==> src/cssc_pkg.sv <==
// package with field layout, codes, start-up defaults and lock masks for clock control
package cssc_pkg;

   // clocking control fields, one bit vector so masks can share the layout
   typedef struct packed {
      logic [1:0] core_clock_source_sel;
      logic [1:0] fll_ref_sel;
      logic [1:0] third_ref_sel;
      logic       second_ref_sel;
      logic       crystal_osc_on;
      logic       second_loop_on;
      logic       third_loop_on;
      logic       out_b_source_sel;
      logic [1:0] out_c_source_sel;
      logic       out_e_source_sel;
      logic       out_b_halve;
      logic       out_e_halve;
      logic       out_b_clock_on;
      logic       out_c_clock_on;
      logic       out_e_clock_on;
   } cssc_cfg_type;

   // core clock source codes
   localparam logic [1:0] SRC_PIN   = 2'h0;
   localparam logic [1:0] SRC_FLL   = 2'h1;
   localparam logic [1:0] SRC_THIRD = 2'h2;
   // frequency-locked loop reference codes
   localparam logic [1:0] FREF_PIN  = 2'h0;
   localparam logic [1:0] FREF_BIT  = 2'h1;
   localparam logic [1:0] FREF_OSC  = 2'h2;
   // third loop reference codes
   localparam logic [1:0] TREF_PIN  = 2'h0;
   localparam logic [1:0] TREF_OSC  = 2'h1;
   localparam logic [1:0] TREF_FLL  = 2'h2;
   // second loop reference codes
   localparam logic       SREF_PIN  = 1'h0;
   localparam logic       SREF_OSC  = 1'h1;
   // clock-output pin source codes
   localparam logic       OUTB_SECOND = 1'h0;
   localparam logic       OUTB_OSC    = 1'h1;
   localparam logic [1:0] OUTC_THIRD  = 2'h0;
   localparam logic [1:0] OUTC_FLL    = 2'h2;
   localparam logic       OUTE_OSC    = 1'h0;
   localparam logic       OUTE_FLL    = 1'h1;
   // illegal value of any two-bit selector
   localparam logic [1:0] SEL_BAD     = 2'h3;

   // cycles from reset release to strap sample (covers the synchroniser)
   localparam logic [2:0] SETTLE_CYCLES = 3'h3;

   // defaults with strap low and override 0: everything dark
   localparam cssc_cfg_type CFG_STRAP_LOW = '{
      core_clock_source_sel: SRC_PIN,   fll_ref_sel: FREF_PIN, third_ref_sel: TREF_PIN,
      second_ref_sel: SREF_PIN, crystal_osc_on: 1'h0, second_loop_on: 1'h0,
      third_loop_on: 1'h0, out_b_source_sel: OUTB_SECOND, out_c_source_sel: OUTC_FLL,
      out_e_source_sel: OUTE_FLL, out_b_halve: 1'h1, out_e_halve: 1'h1,
      out_b_clock_on: 1'h0, out_c_clock_on: 1'h0, out_e_clock_on: 1'h0};

   // defaults with strap high and override 0: oscillator / 2 on pin e
   localparam cssc_cfg_type CFG_STRAP_HIGH = '{
      core_clock_source_sel: SRC_FLL,   fll_ref_sel: FREF_OSC, third_ref_sel: TREF_PIN,
      second_ref_sel: SREF_PIN, crystal_osc_on: 1'h1, second_loop_on: 1'h0,
      third_loop_on: 1'h0, out_b_source_sel: OUTB_SECOND, out_c_source_sel: OUTC_FLL,
      out_e_source_sel: OUTE_OSC, out_b_halve: 1'h1, out_e_halve: 1'h1,
      out_b_clock_on: 1'h0, out_c_clock_on: 1'h0, out_e_clock_on: 1'h1};

   // defaults taken by locked fields when the override is set
   localparam cssc_cfg_type CFG_OVERRIDE = '{
      core_clock_source_sel: SRC_PIN,   fll_ref_sel: FREF_PIN, third_ref_sel: TREF_PIN,
      second_ref_sel: SREF_PIN, crystal_osc_on: 1'h1, second_loop_on: 1'h1,
      third_loop_on: 1'h1, out_b_source_sel: OUTB_SECOND, out_c_source_sel: OUTC_THIRD,
      out_e_source_sel: OUTE_OSC, out_b_halve: 1'h0, out_e_halve: 1'h0,
      out_b_clock_on: 1'h0, out_c_clock_on: 1'h0, out_e_clock_on: 1'h0};

   // locked bits with override 0, per strap level
   localparam cssc_cfg_type LOCK_STRAP_LOW = '{
      core_clock_source_sel: 2'h0, fll_ref_sel: 2'h0, third_ref_sel: 2'h0,
      second_ref_sel: 1'h0, crystal_osc_on: 1'h1, second_loop_on: 1'h1,
      third_loop_on: 1'h1, out_b_source_sel: 1'h0, out_c_source_sel: 2'h0,
      out_e_source_sel: 1'h1, out_b_halve: 1'h1, out_e_halve: 1'h1,
      out_b_clock_on: 1'h0, out_c_clock_on: 1'h0, out_e_clock_on: 1'h0};

   localparam cssc_cfg_type LOCK_STRAP_HIGH = '{
      core_clock_source_sel: 2'h3, fll_ref_sel: 2'h0, third_ref_sel: 2'h0,
      second_ref_sel: 1'h0, crystal_osc_on: 1'h0, second_loop_on: 1'h1,
      third_loop_on: 1'h1, out_b_source_sel: 1'h0, out_c_source_sel: 2'h0,
      out_e_source_sel: 1'h0, out_b_halve: 1'h1, out_e_halve: 1'h1,
      out_b_clock_on: 1'h0, out_c_clock_on: 1'h0, out_e_clock_on: 1'h0};

endpackage

==> src/cssc_clock_control.sv <==
// clock source selection and strap-driven default / lock control
`timescale 1ns/10ps
module cssc_clock_control (
   // clock and reset
   input  wire logic                  clk,
   input  wire logic                  rst_n,
   // strap pin, raw
   input  wire logic                  strap_pin,
   // control field write
   input  wire logic                  wr_valid,
   input  wire cssc_pkg::cssc_cfg_type wr_mask,
   input  wire cssc_pkg::cssc_cfg_type wr_data,
   // override bit write
   input  wire logic                  ovd_wr_valid,
   input  wire logic                  ovd_wr_data,
   // current state
   output cssc_pkg::cssc_cfg_type     cfg_q,
   output cssc_pkg::cssc_cfg_type     lock_q,
   output logic                       clock_strap_override_q,
   output logic                       strap_seen_q,
   output logic                       ready_q
);
   import cssc_pkg::*;

   typedef enum logic {ST_SETTLE, ST_RUN} cssc_state_type;

   cssc_state_type state_q;
   cssc_state_type state_d;
   logic [2:0]     cnt_q;
   logic [2:0]     cnt_d;
   cssc_cfg_type   cfg_d;
   cssc_cfg_type   lock_d;
   logic           ovd_d;
   logic           strap_d;
   logic           ready_d;
   logic           strap_level;
   logic           strap_rise;

   // bitwise merge of new data into old under a mask
   function automatic cssc_cfg_type merge(input cssc_cfg_type old_v,
                                          input cssc_cfg_type new_v,
                                          input cssc_cfg_type mask_v);
      merge = (old_v & ~mask_v) | (new_v & mask_v);
   endfunction

   // keep the old code when a selector write carries the unused code
   function automatic logic [1:0] sel_fix(input logic [1:0] old_v, input logic [1:0] new_v);
      sel_fix = (new_v == SEL_BAD) ? old_v : new_v;
   endfunction

   // lock mask for a strap level and override state
   function automatic cssc_cfg_type lock_for(input logic ovd, input logic strap);
      if (ovd)
         lock_for = '0;
      else if (strap)
         lock_for = LOCK_STRAP_HIGH;
      else
         lock_for = LOCK_STRAP_LOW;
   endfunction

   // strap synchroniser
   cssc_strap_sync u_strap_sync (
      .clk         (clk),
      .rst_n       (rst_n),
      .strap_pin   (strap_pin),
      .strap_level (strap_level),
      .strap_rise  (strap_rise)
   );

   // next-state logic: start-up sampling, writes, override, strap edge
   always_comb
   begin
      cssc_cfg_type merged;
      merged  = cfg_q;
      state_d = state_q;
      cnt_d   = cnt_q;
      cfg_d   = cfg_q;
      lock_d  = lock_q;
      ovd_d   = clock_strap_override_q;
      strap_d = strap_seen_q;
      case (state_q)
         ST_SETTLE:
         begin
            if (cnt_q == SETTLE_CYCLES - 3'h1)
            begin
               strap_d = strap_level;
               cfg_d   = strap_level ? CFG_STRAP_HIGH : CFG_STRAP_LOW;
               lock_d  = lock_for(1'h0, strap_level);
               state_d = ST_RUN;
            end
            else
               cnt_d = cnt_q + 3'h1;
         end
         default:
         begin
            // writes touch only unlocked bits
            if (wr_valid)
            begin
               merged = merge(cfg_q, wr_data, wr_mask & ~lock_q);
               merged.core_clock_source_sel = sel_fix(cfg_q.core_clock_source_sel,
                                                      merged.core_clock_source_sel);
               merged.fll_ref_sel   = sel_fix(cfg_q.fll_ref_sel, merged.fll_ref_sel);
               merged.third_ref_sel = sel_fix(cfg_q.third_ref_sel,
                                              merged.third_ref_sel);
               merged.out_c_source_sel = sel_fix(cfg_q.out_c_source_sel,
                                                 merged.out_c_source_sel);
               cfg_d = merged;
            end
            // setting the override loads its defaults into formerly locked bits
            if (ovd_wr_valid)
            begin
               ovd_d = ovd_wr_data;
               if (ovd_wr_data && !clock_strap_override_q)
                  cfg_d = merge(cfg_d, CFG_OVERRIDE, lock_q);
            end
            // strap stays a hardware input while the override is clear; relock by live level
            if (!ovd_d)
               strap_d = strap_level;
            if (strap_rise && !clock_strap_override_q)
               cfg_d.crystal_osc_on = 1'h1;
            lock_d = lock_for(ovd_d, strap_d);
         end
      endcase
      ready_d = (state_d == ST_RUN);
   end

   // state registers
   always_ff @(posedge clk or negedge rst_n)
   begin
      if (!rst_n)
      begin
         state_q                <= ST_SETTLE;
         cnt_q                  <= 3'h0;
         cfg_q                  <= CFG_STRAP_LOW;
         lock_q                 <= LOCK_STRAP_LOW;
         clock_strap_override_q <= 1'h0;
         strap_seen_q           <= 1'h0;
         ready_q                <= 1'h0;
      end
      else
      begin
         state_q                <= state_d;
         cnt_q                  <= cnt_d;
         cfg_q                  <= cfg_d;
         lock_q                 <= lock_d;
         clock_strap_override_q <= ovd_d;
         strap_seen_q           <= strap_d;
         ready_q                <= ready_d;
      end
   end
endmodule // cssc_clock_control

==> src/cssc_strap_sync.sv <==
// strap pin synchroniser with rising-edge pulse
`timescale 1ns/10ps
module cssc_strap_sync (
   // clock and reset
   input  wire logic clk,
   input  wire logic rst_n,
   // raw strap pin level
   input  wire logic strap_pin,
   // synchronised level and one-cycle rising pulse
   output logic      strap_level,
   output logic      strap_rise
);

   logic meta_q;
   logic meta_d;
   logic sync_q;
   logic sync_d;
   logic prev_q;
   logic prev_d;
   logic rise_q;
   logic rise_d;

   // next values; first stage only feeds the second
   always_comb
   begin
      meta_d = strap_pin;
      sync_d = meta_q;
      prev_d = sync_q;
      rise_d = sync_q & ~prev_q;
   end

   // register stages; the three level stages reset high and the pulse low, so a strap held high gives no false rise
   always_ff @(posedge clk or negedge rst_n)
   begin
      if (!rst_n)
      begin
         meta_q <= 1'h1;
         sync_q <= 1'h1;
         prev_q <= 1'h1;
         rise_q <= 1'h0;
      end
      else
      begin
         meta_q <= meta_d;
         sync_q <= sync_d;
         prev_q <= prev_d;
         rise_q <= rise_d;
      end
   end

   assign strap_level = sync_q; // second stage, ready by the start-up sample edge
   assign strap_rise  = rise_q;

endmodule // cssc_strap_sync

==> config.mk <==
export PLATFORM = sky130hd
export DESIGN_NAME = cssc_clock_control
export DESIGN_NICKNAME = d
export VERILOG_FILES = /design/src/cssc_pkg.sv /design/src/cssc_clock_control.sv /design/src/cssc_strap_sync.sv
export SDC_FILE = /design/constraint.sdc
export NUM_CORES = 1
export LEC_CHECK = 0
export CAP_MARGIN = 30
export CORE_ASPECT_RATIO = 2
export CORE_UTILIZATION = 41
export CTS_BUF_LIST = sky130_fd_sc_hd__clkbuf_16
export DETAILED_ROUTE_END_ITERATION = 12
export DONT_BUFFER_PORTS = 1
export GPL_TIMING_DRIVEN = 0
export PLACE_DENSITY = 0.67
export SYNTH_ARGS = -nofsm -noshare
export SYNTH_HDL_FRONTEND = slang
export SYNTH_HIERARCHICAL = 1
export SYNTH_SLANG_ARGS = --single-unit
export TNS_END_PERCENT = 20
==> constraint.sdc <==
create_clock -name clk -period 1.45 [get_ports clk]
set_input_delay 0.145 -clock clk [delete_from_list [all_inputs] [get_ports clk]]
set_output_delay 0.145 -clock clk [all_outputs]
set_load 0.02 [all_outputs]
==> impl_metrics.ini, run 1 <==
[sta]
clock-skew-final_ns = 0.00682
final_period_minus_worst_setup_slack_ns = 1.38
layout_worst_path_cycle_share_pct = 94.9
timing_hold_violations_final = 0
timing.final.setup_violations = 0
rsz0062_at_grt = true
finalWorstSetupSlack_ns = 0.0734
maxSlewViolCount = 0
max_clock_freq_mhz = 726
hold-worst-slack_ns = 0.00808

[worst_setup_path]
timing.reg2reg.setup_slack_ns = 0.07
critical_path_buf_inv_count = 1
standard_cell_with_the_maximum_stage_delay_on_the_critical_path = sky130_fd_sc_hd__dfrtp_1
timing.setup.critical_path_class = flop to flop
cp_slowest_stage_delay_ns = 0.42
timing.rr.start = cnt_q[1]
reg2reg_depth = 6
crit_path_max_fanout = 5
critical_path.cell_chain = ha_4, nor2b_4, nor2_4, inv_2, o21a_1, o32a_1
required_ns = 1.60
critical_path_arrival_ns = 1.53
cp-startpoint = cnt_q[1]
rr_endpoint = cfg_q[17]
timing.critical_path.max_delay_family = flip-flops
setup.worst_path.end_class = flop
setup.worst_path.start_class = flop

[clock_tree]
clock_tree.root_cell = sky130_fd_sc_hd__clkbuf_16
worst_setup_hold_path_clk_slew_ns = 0.05
h-tree-depth = 2
clock_latency_ns = 0.27
cts_made_buffers = 5
clock_path_buffers = 2
cts_sinks = 32
cts_tree = done

[die]
num_rows = 33
starting_density_pct = 42.8
die_h_um = 94.9
die_w_um = 48.5
fp.coreArea_um2 = 4130
i_o_pin_count = 85
dieArea_um2 = 4600

[global_routing]
first_global_vias = 1353
grt_pass1_wl_um = 6330
global_route_overflow = 0
grt.total_usage_pct = 18.6
antenna_found_initial = 0
grt_max_degree = 33

[detailed_routing]
detailedRoute.firstIterationViolations = 22
post-route-drc-count = 0
detail_route.first_pass.iterations = 4
num_vias = 1341
detail_route.wl_per_cell_um = 15.6
vias_per_cell = 5.28
ant_nets = 0
route.final.wire_length_um = 3960

[min_path]
worst_hold_path.endpoint = clock_strap_override_q
min_path_type = input pin to flop
holdPathStages = 1
hold_path_startpoint = ovd_wr_data

[logic_synthesis]
postSynth.asyncResetShare_pct = 100
synth_enable_flop_cells = 0
synth_ff_type = sky130_fd_sc_hd__dfrtp_1
yosys_register_bits = 32
synthesis.instances = 174
synth_area_per_cell_um2 = 10.2
synth_seq_area_share_pct = 45.9
netlist-cell-type-count = 49
yosys_warnings = 6
syn_area_um2 = 1770

[cells_and_area]
post_route_cells_drive_above_1_share_pct = 32.2
antenna_diode_count = 0
area_delta_synth_final_pct = 21.6
layout.cells.most_common = sky130_fd_sc_hd__buf_4
num-nets-final = 247
final_cell_mix = sky130_fd_sc_hd__buf_4, sky130_fd_sc_hd__dfrtp_1, sky130_fd_sc_hd__nand2_1, sky130_fd_sc_hd__a21oi_1

[power_and_ir_drop]
vdd_ir_drop_max_uv = 810
power_mw = 2.61
leakage_nw = 0.997
power-per-cell-area_nw_per_um2 = 1220

[place]
post-place-ws_ns = -0.146
dp.final_hpwl_um = 2990
globalplace.congestion = 0.790
port-buffer-count = 0

[job]
max-cap-violations = 0

[outcome]
status = finished clean
## flip-flops by register name (all words and copies together), names as in the netlist
register	count
cfg_q	19
clock_strap_override_q	1
cnt_q	3
lock_q	3
state_q	1
strap_seen_q	1
u_strap_sync/meta_q	1
u_strap_sync/prev_q	1
u_strap_sync/strap_level	1
u_strap_sync/strap_rise	1
## cells by family (layout without fill, tap and decap cells)
kind of cell | Yosys count | after routing | synth area share (%)
AOI/OAI and AO/OA | 54 | 54 | 21.2
and+or+nand+nor | 47 | 47 | 14.4
DFF | 32 | 32 | 45.9
buffers and inverters | 26 | 44 | 10.0
muxes | 11 | 11 | 6.37
adders and majority gates | 2 | 2 | 1.41
other | 1 | 11 | 0.212
xor gates and xnor gates | 1 | 1 | 0.495
## cell usage after synthesis (all sizes together), types with 2 or more instances
cell type	number	area share, %
a211oi	2	1.1
nor2	11	2.8
a21boi	2	1.1
a21oi	13	3.9
inv	6	1.3
mux2i	9	5.1
a22o	2	0.99
dfstp	9	13
dfrtp	23	33
and3b	2	0.99
buf	20	8.8
nor2b	3	1.6
nand2	19	4.0
o21ai	15	4.5
a32o	4	2.3
nand2b	4	1.4
a32oi	3	1.5
nand3	4	1.1
mux2	2	1.3
o21a	3	1.3
ha	2	1.4
## power by group
group | switching [mW] | internal [mW]
Combinational | 0.184 | 0.182
Sequential | 0.252 | 1.04
Clock | 0.338 | 0.617
Total | 0.775 | 1.84
## stage by stage
stage | TNS [ns] | cells | util (%) | cell area, µm²
after floorplan | 0 | 184 | - | 1810
after global placement | -0.718 | 236 | 45.3 | 1870
after detailed placement | -1.06 | 236 | 45.3 | 1870
after CTS | 0 | 251 | 51.2 | 2110
after global routing | -0.0316 | 254 | 52.1 | 2150
final | 0 | 254 | 52.1 | 2150
## routing by layer
metal | global-route usage [%] | up-vias | routed length, µm
li1 | - | 655 | -
met1 | 17.1 | 621 | 1340
met2 | 35.1 | 59 | 2230
met3 | 6.60 | 6 | 315
met4 | 9.80 | 0 | 68
met5 | 0 | - | 0
## how the worst max path moves through the flow
stage,to,cells past startpoint,slack [ns]
after floorplan,cfg_q[17],7,0.05
after global placement,cfg_q[17],7,-0.14
after detailed placement,cfg_q[17],7,-0.15
after CTS,cfg_q[13],5,0.0009
after global routing,cfg_q[4],7,-0.02
final,cfg_q[17],6,0.07
## cell type report
cell class	instances	area [µm²]
plain buffers	20	155
clock buffers	5	125
clock inverters	3	12.5
fillers	379	1980
inverters	6	22.5
multi-input cells	126	851
flip-flops and latches	32	815
well taps	52	65.1
repair buffers	10	105
## repair_timing
action	CTS	global route
endpoints found under the hold margin	33	0
pin swaps	2	1
resized for setup	7	4
setup endpoints to repair	17	7
hold buffers	3	0
setup buffers	4	3
(Power assumes the default switching activity.)
==> run 2: changes to the inputs <==
- CELL_PAD_IN_SITES_DETAIL_PLACEMENT: not set -> 2
- CELL_PAD_IN_SITES_GLOBAL_PLACEMENT: not set -> 2
- CORE_UTILIZATION: 41 -> 32
- PLACE_DENSITY: 0.67 -> not set
- PLACE_DENSITY_LB_ADDON: not set -> 0.08
==> impl_metrics.ini, run 2 (synthesis gave the netlist of run 1 again) <==
[outcome]
status = finished clean

[detailed_routing]
detail_route.wl_per_cell_um = 20.2
wirelength_met1_um = 1610
ant_nets = 0
wl_met2_um = 3300
detailedRoute.firstIterationViolations = 10
route.final.wire_length_um = 5330
num_vias = 1439
detail_route.first_pass.iterations = 4
post-route-drc-count = 0
routed-wl-met3_um = 289
vias_per_cell = 5.45
maxUsedRoutingLayer = met4

[sta]
maxSlewViolCount = 0
hold-worst-slack_ns = 0.0200
timing.final.setup_violations = 0
timing_hold_violations_final = 0
final_period_minus_worst_setup_slack_ns = 1.45
setup_total_negative_slack_ns = 0
finalWorstSetupSlack_ns = 0.00390
rsz0062_at_grt = true
max_clock_freq_mhz = 692
layout_worst_path_cycle_share_pct = 99.7
clock-skew-final_ns = 0.00401

[worst_setup_path]
timing.setup.critical_path_class = flop to flop
setup.worst_path.end_class = flop
setup.worst_path.start_class = flop
required_ns = 1.60
crit_path_max_fanout = 7
cp-startpoint = lock_q[17]
timing.rr.start = lock_q[17]
critical_path_arrival_ns = 1.60

[die]
starting_density_pct = 32.9
fp.coreArea_um2 = 5370
die_h_um = 107
i_o_pin_count = 85
dieArea_um2 = 5850
die_w_um = 54.6
num_rows = 38

[power_and_ir_drop]
p_int_mw = 1.86
clkPwrFrac_pct = 36.3
leakage_nw = 1.02
p_comb_share_pct = 15.3
power-per-cell-area_nw_per_um2 = 1210
vdd_ir_drop_max_uv = 705
switching_fraction_pct = 30.9
power.share.sequential_pct = 48.5
power_switching_mw = 0.831
power_mw = 2.69

[global_routing]
grt_max_degree = 33
grt.total_usage_pct = 20.1
antenna_found_initial = 0
global_route_overflow = 0
grt_pass1_wl_um = 8210
first_global_vias = 1684

[cells_and_area]
layout.cells.most_common = sky130_fd_sc_hd__buf_4
max_flop_register = cfg_q
final_cell_mix = sky130_fd_sc_hd__buf_4, sky130_fd_sc_hd__dfrtp_1, sky130_fd_sc_hd__nand2_1, sky130_fd_sc_hd__conb_1
layoutNonFillerInstCount = 264
layout.core_utilization_pct = 41.5
num-nets-final = 249
area_delta_synth_final_pct = 26.0
reg.largest.list = cfg_q: 19 flops, cnt_q: 3 flops, lock_q: 3 flops
post_route_cells_drive_above_1_share_pct = 35.8
antenna_diode_count = 0
postLayoutCellArea_um2 = 2230
n_fill_cell = 603
largest_reg_flops = 19

[clock_tree]
worst_setup_hold_path_clk_slew_ns = 0.05
cts_tree = done
cts_made_buffers = 5
clock_latency_ns = 0.27
clock_tree.root_cell = sky130_fd_sc_hd__clkbuf_16
cts_sinks = 32
clock_path_buffers = 2
h-tree-depth = 2

[place]
dp.final_hpwl_um = 3840
port-buffer-count = 0
post-place-ws_ns = -0.186
dp_cells = 244
detailed_place.area_um2 = 1880
globalplace.congestion = 0.719

[job]
max-cap-violations = 0

[min_path]
min_path_type = input pin to flop
hold_path_startpoint = wr_mask[3]
## run 2: per-layer routing
| layer | vias up | track usage (%) |
|---|---|---|
| met5 | - | 0 |
| met4 | 0 | 8.61 |
| met3 | 12 | 4.40 |
| met2 | 57 | 38.8 |
| met1 | 721 | 17.9 |
| li1 | 649 | - |
## run 2: worst paths after layout
path                                       endpoint  slack [ns]  cells after the start
hold reg to reg            u_strap_sync/strap_level        0.35                      0
max in group asynchronous                lock_q[10]        0.86                      2
hold / removal                             cfg_q[3]        0.02                      2
setup reg to reg                          cfg_q[17]       0.004                      4
setup / recovery                          cfg_q[17]       0.004                      4
min in group asynchronous                  cfg_q[1]        0.34                      2
## run 2: final cells by class
cell class	instances	area (µm²)	area share (%)
well taps	60	75.1	3.37
inverters	6	22.5	1.01
plain buffers	20	158	7.07
multi-input cells	126	893	40.1
clock inverters	3	11.3	0.505
clock buffers	5	125	5.61
repair buffers	12	128	5.72
flip-flops and latches	32	817	36.6
## run 2: worst max-delay path, cell delays in order (launching register included)
cell and delay, ns:
sky130_fd_sc_hd__dfrtp_2 0.48, sky130_fd_sc_hd__nand2b_1 0.18, sky130_fd_sc_hd__mux2i_1 0.23, sky130_fd_sc_hd__a21oi_1 0.12
sky130_fd_sc_hd__o32a_1 0.30
## run 2: power by group through the flow
stage               sequential (mW)  combinational [mW]  clock, mW
floorplan                      1.27               0.301          0
global placement               1.31               0.329          0
detailed placement             1.32               0.354          0
CTS                            1.30               0.390       1.00
global route                   1.32               0.454       1.04
finish                         1.30               0.410      0.974
## run 2: repair_timing
| item | CTS | global route |
|---|---|---|
| resized for setup | 9 | 14 |
| hold endpoints to repair | 34 | 0 |
| setup endpoints to repair | 21 | 13 |
| pin swaps | 2 | 3 |
| hold buffers | 4 | 0 |
| setup buffers | 5 | 3 |
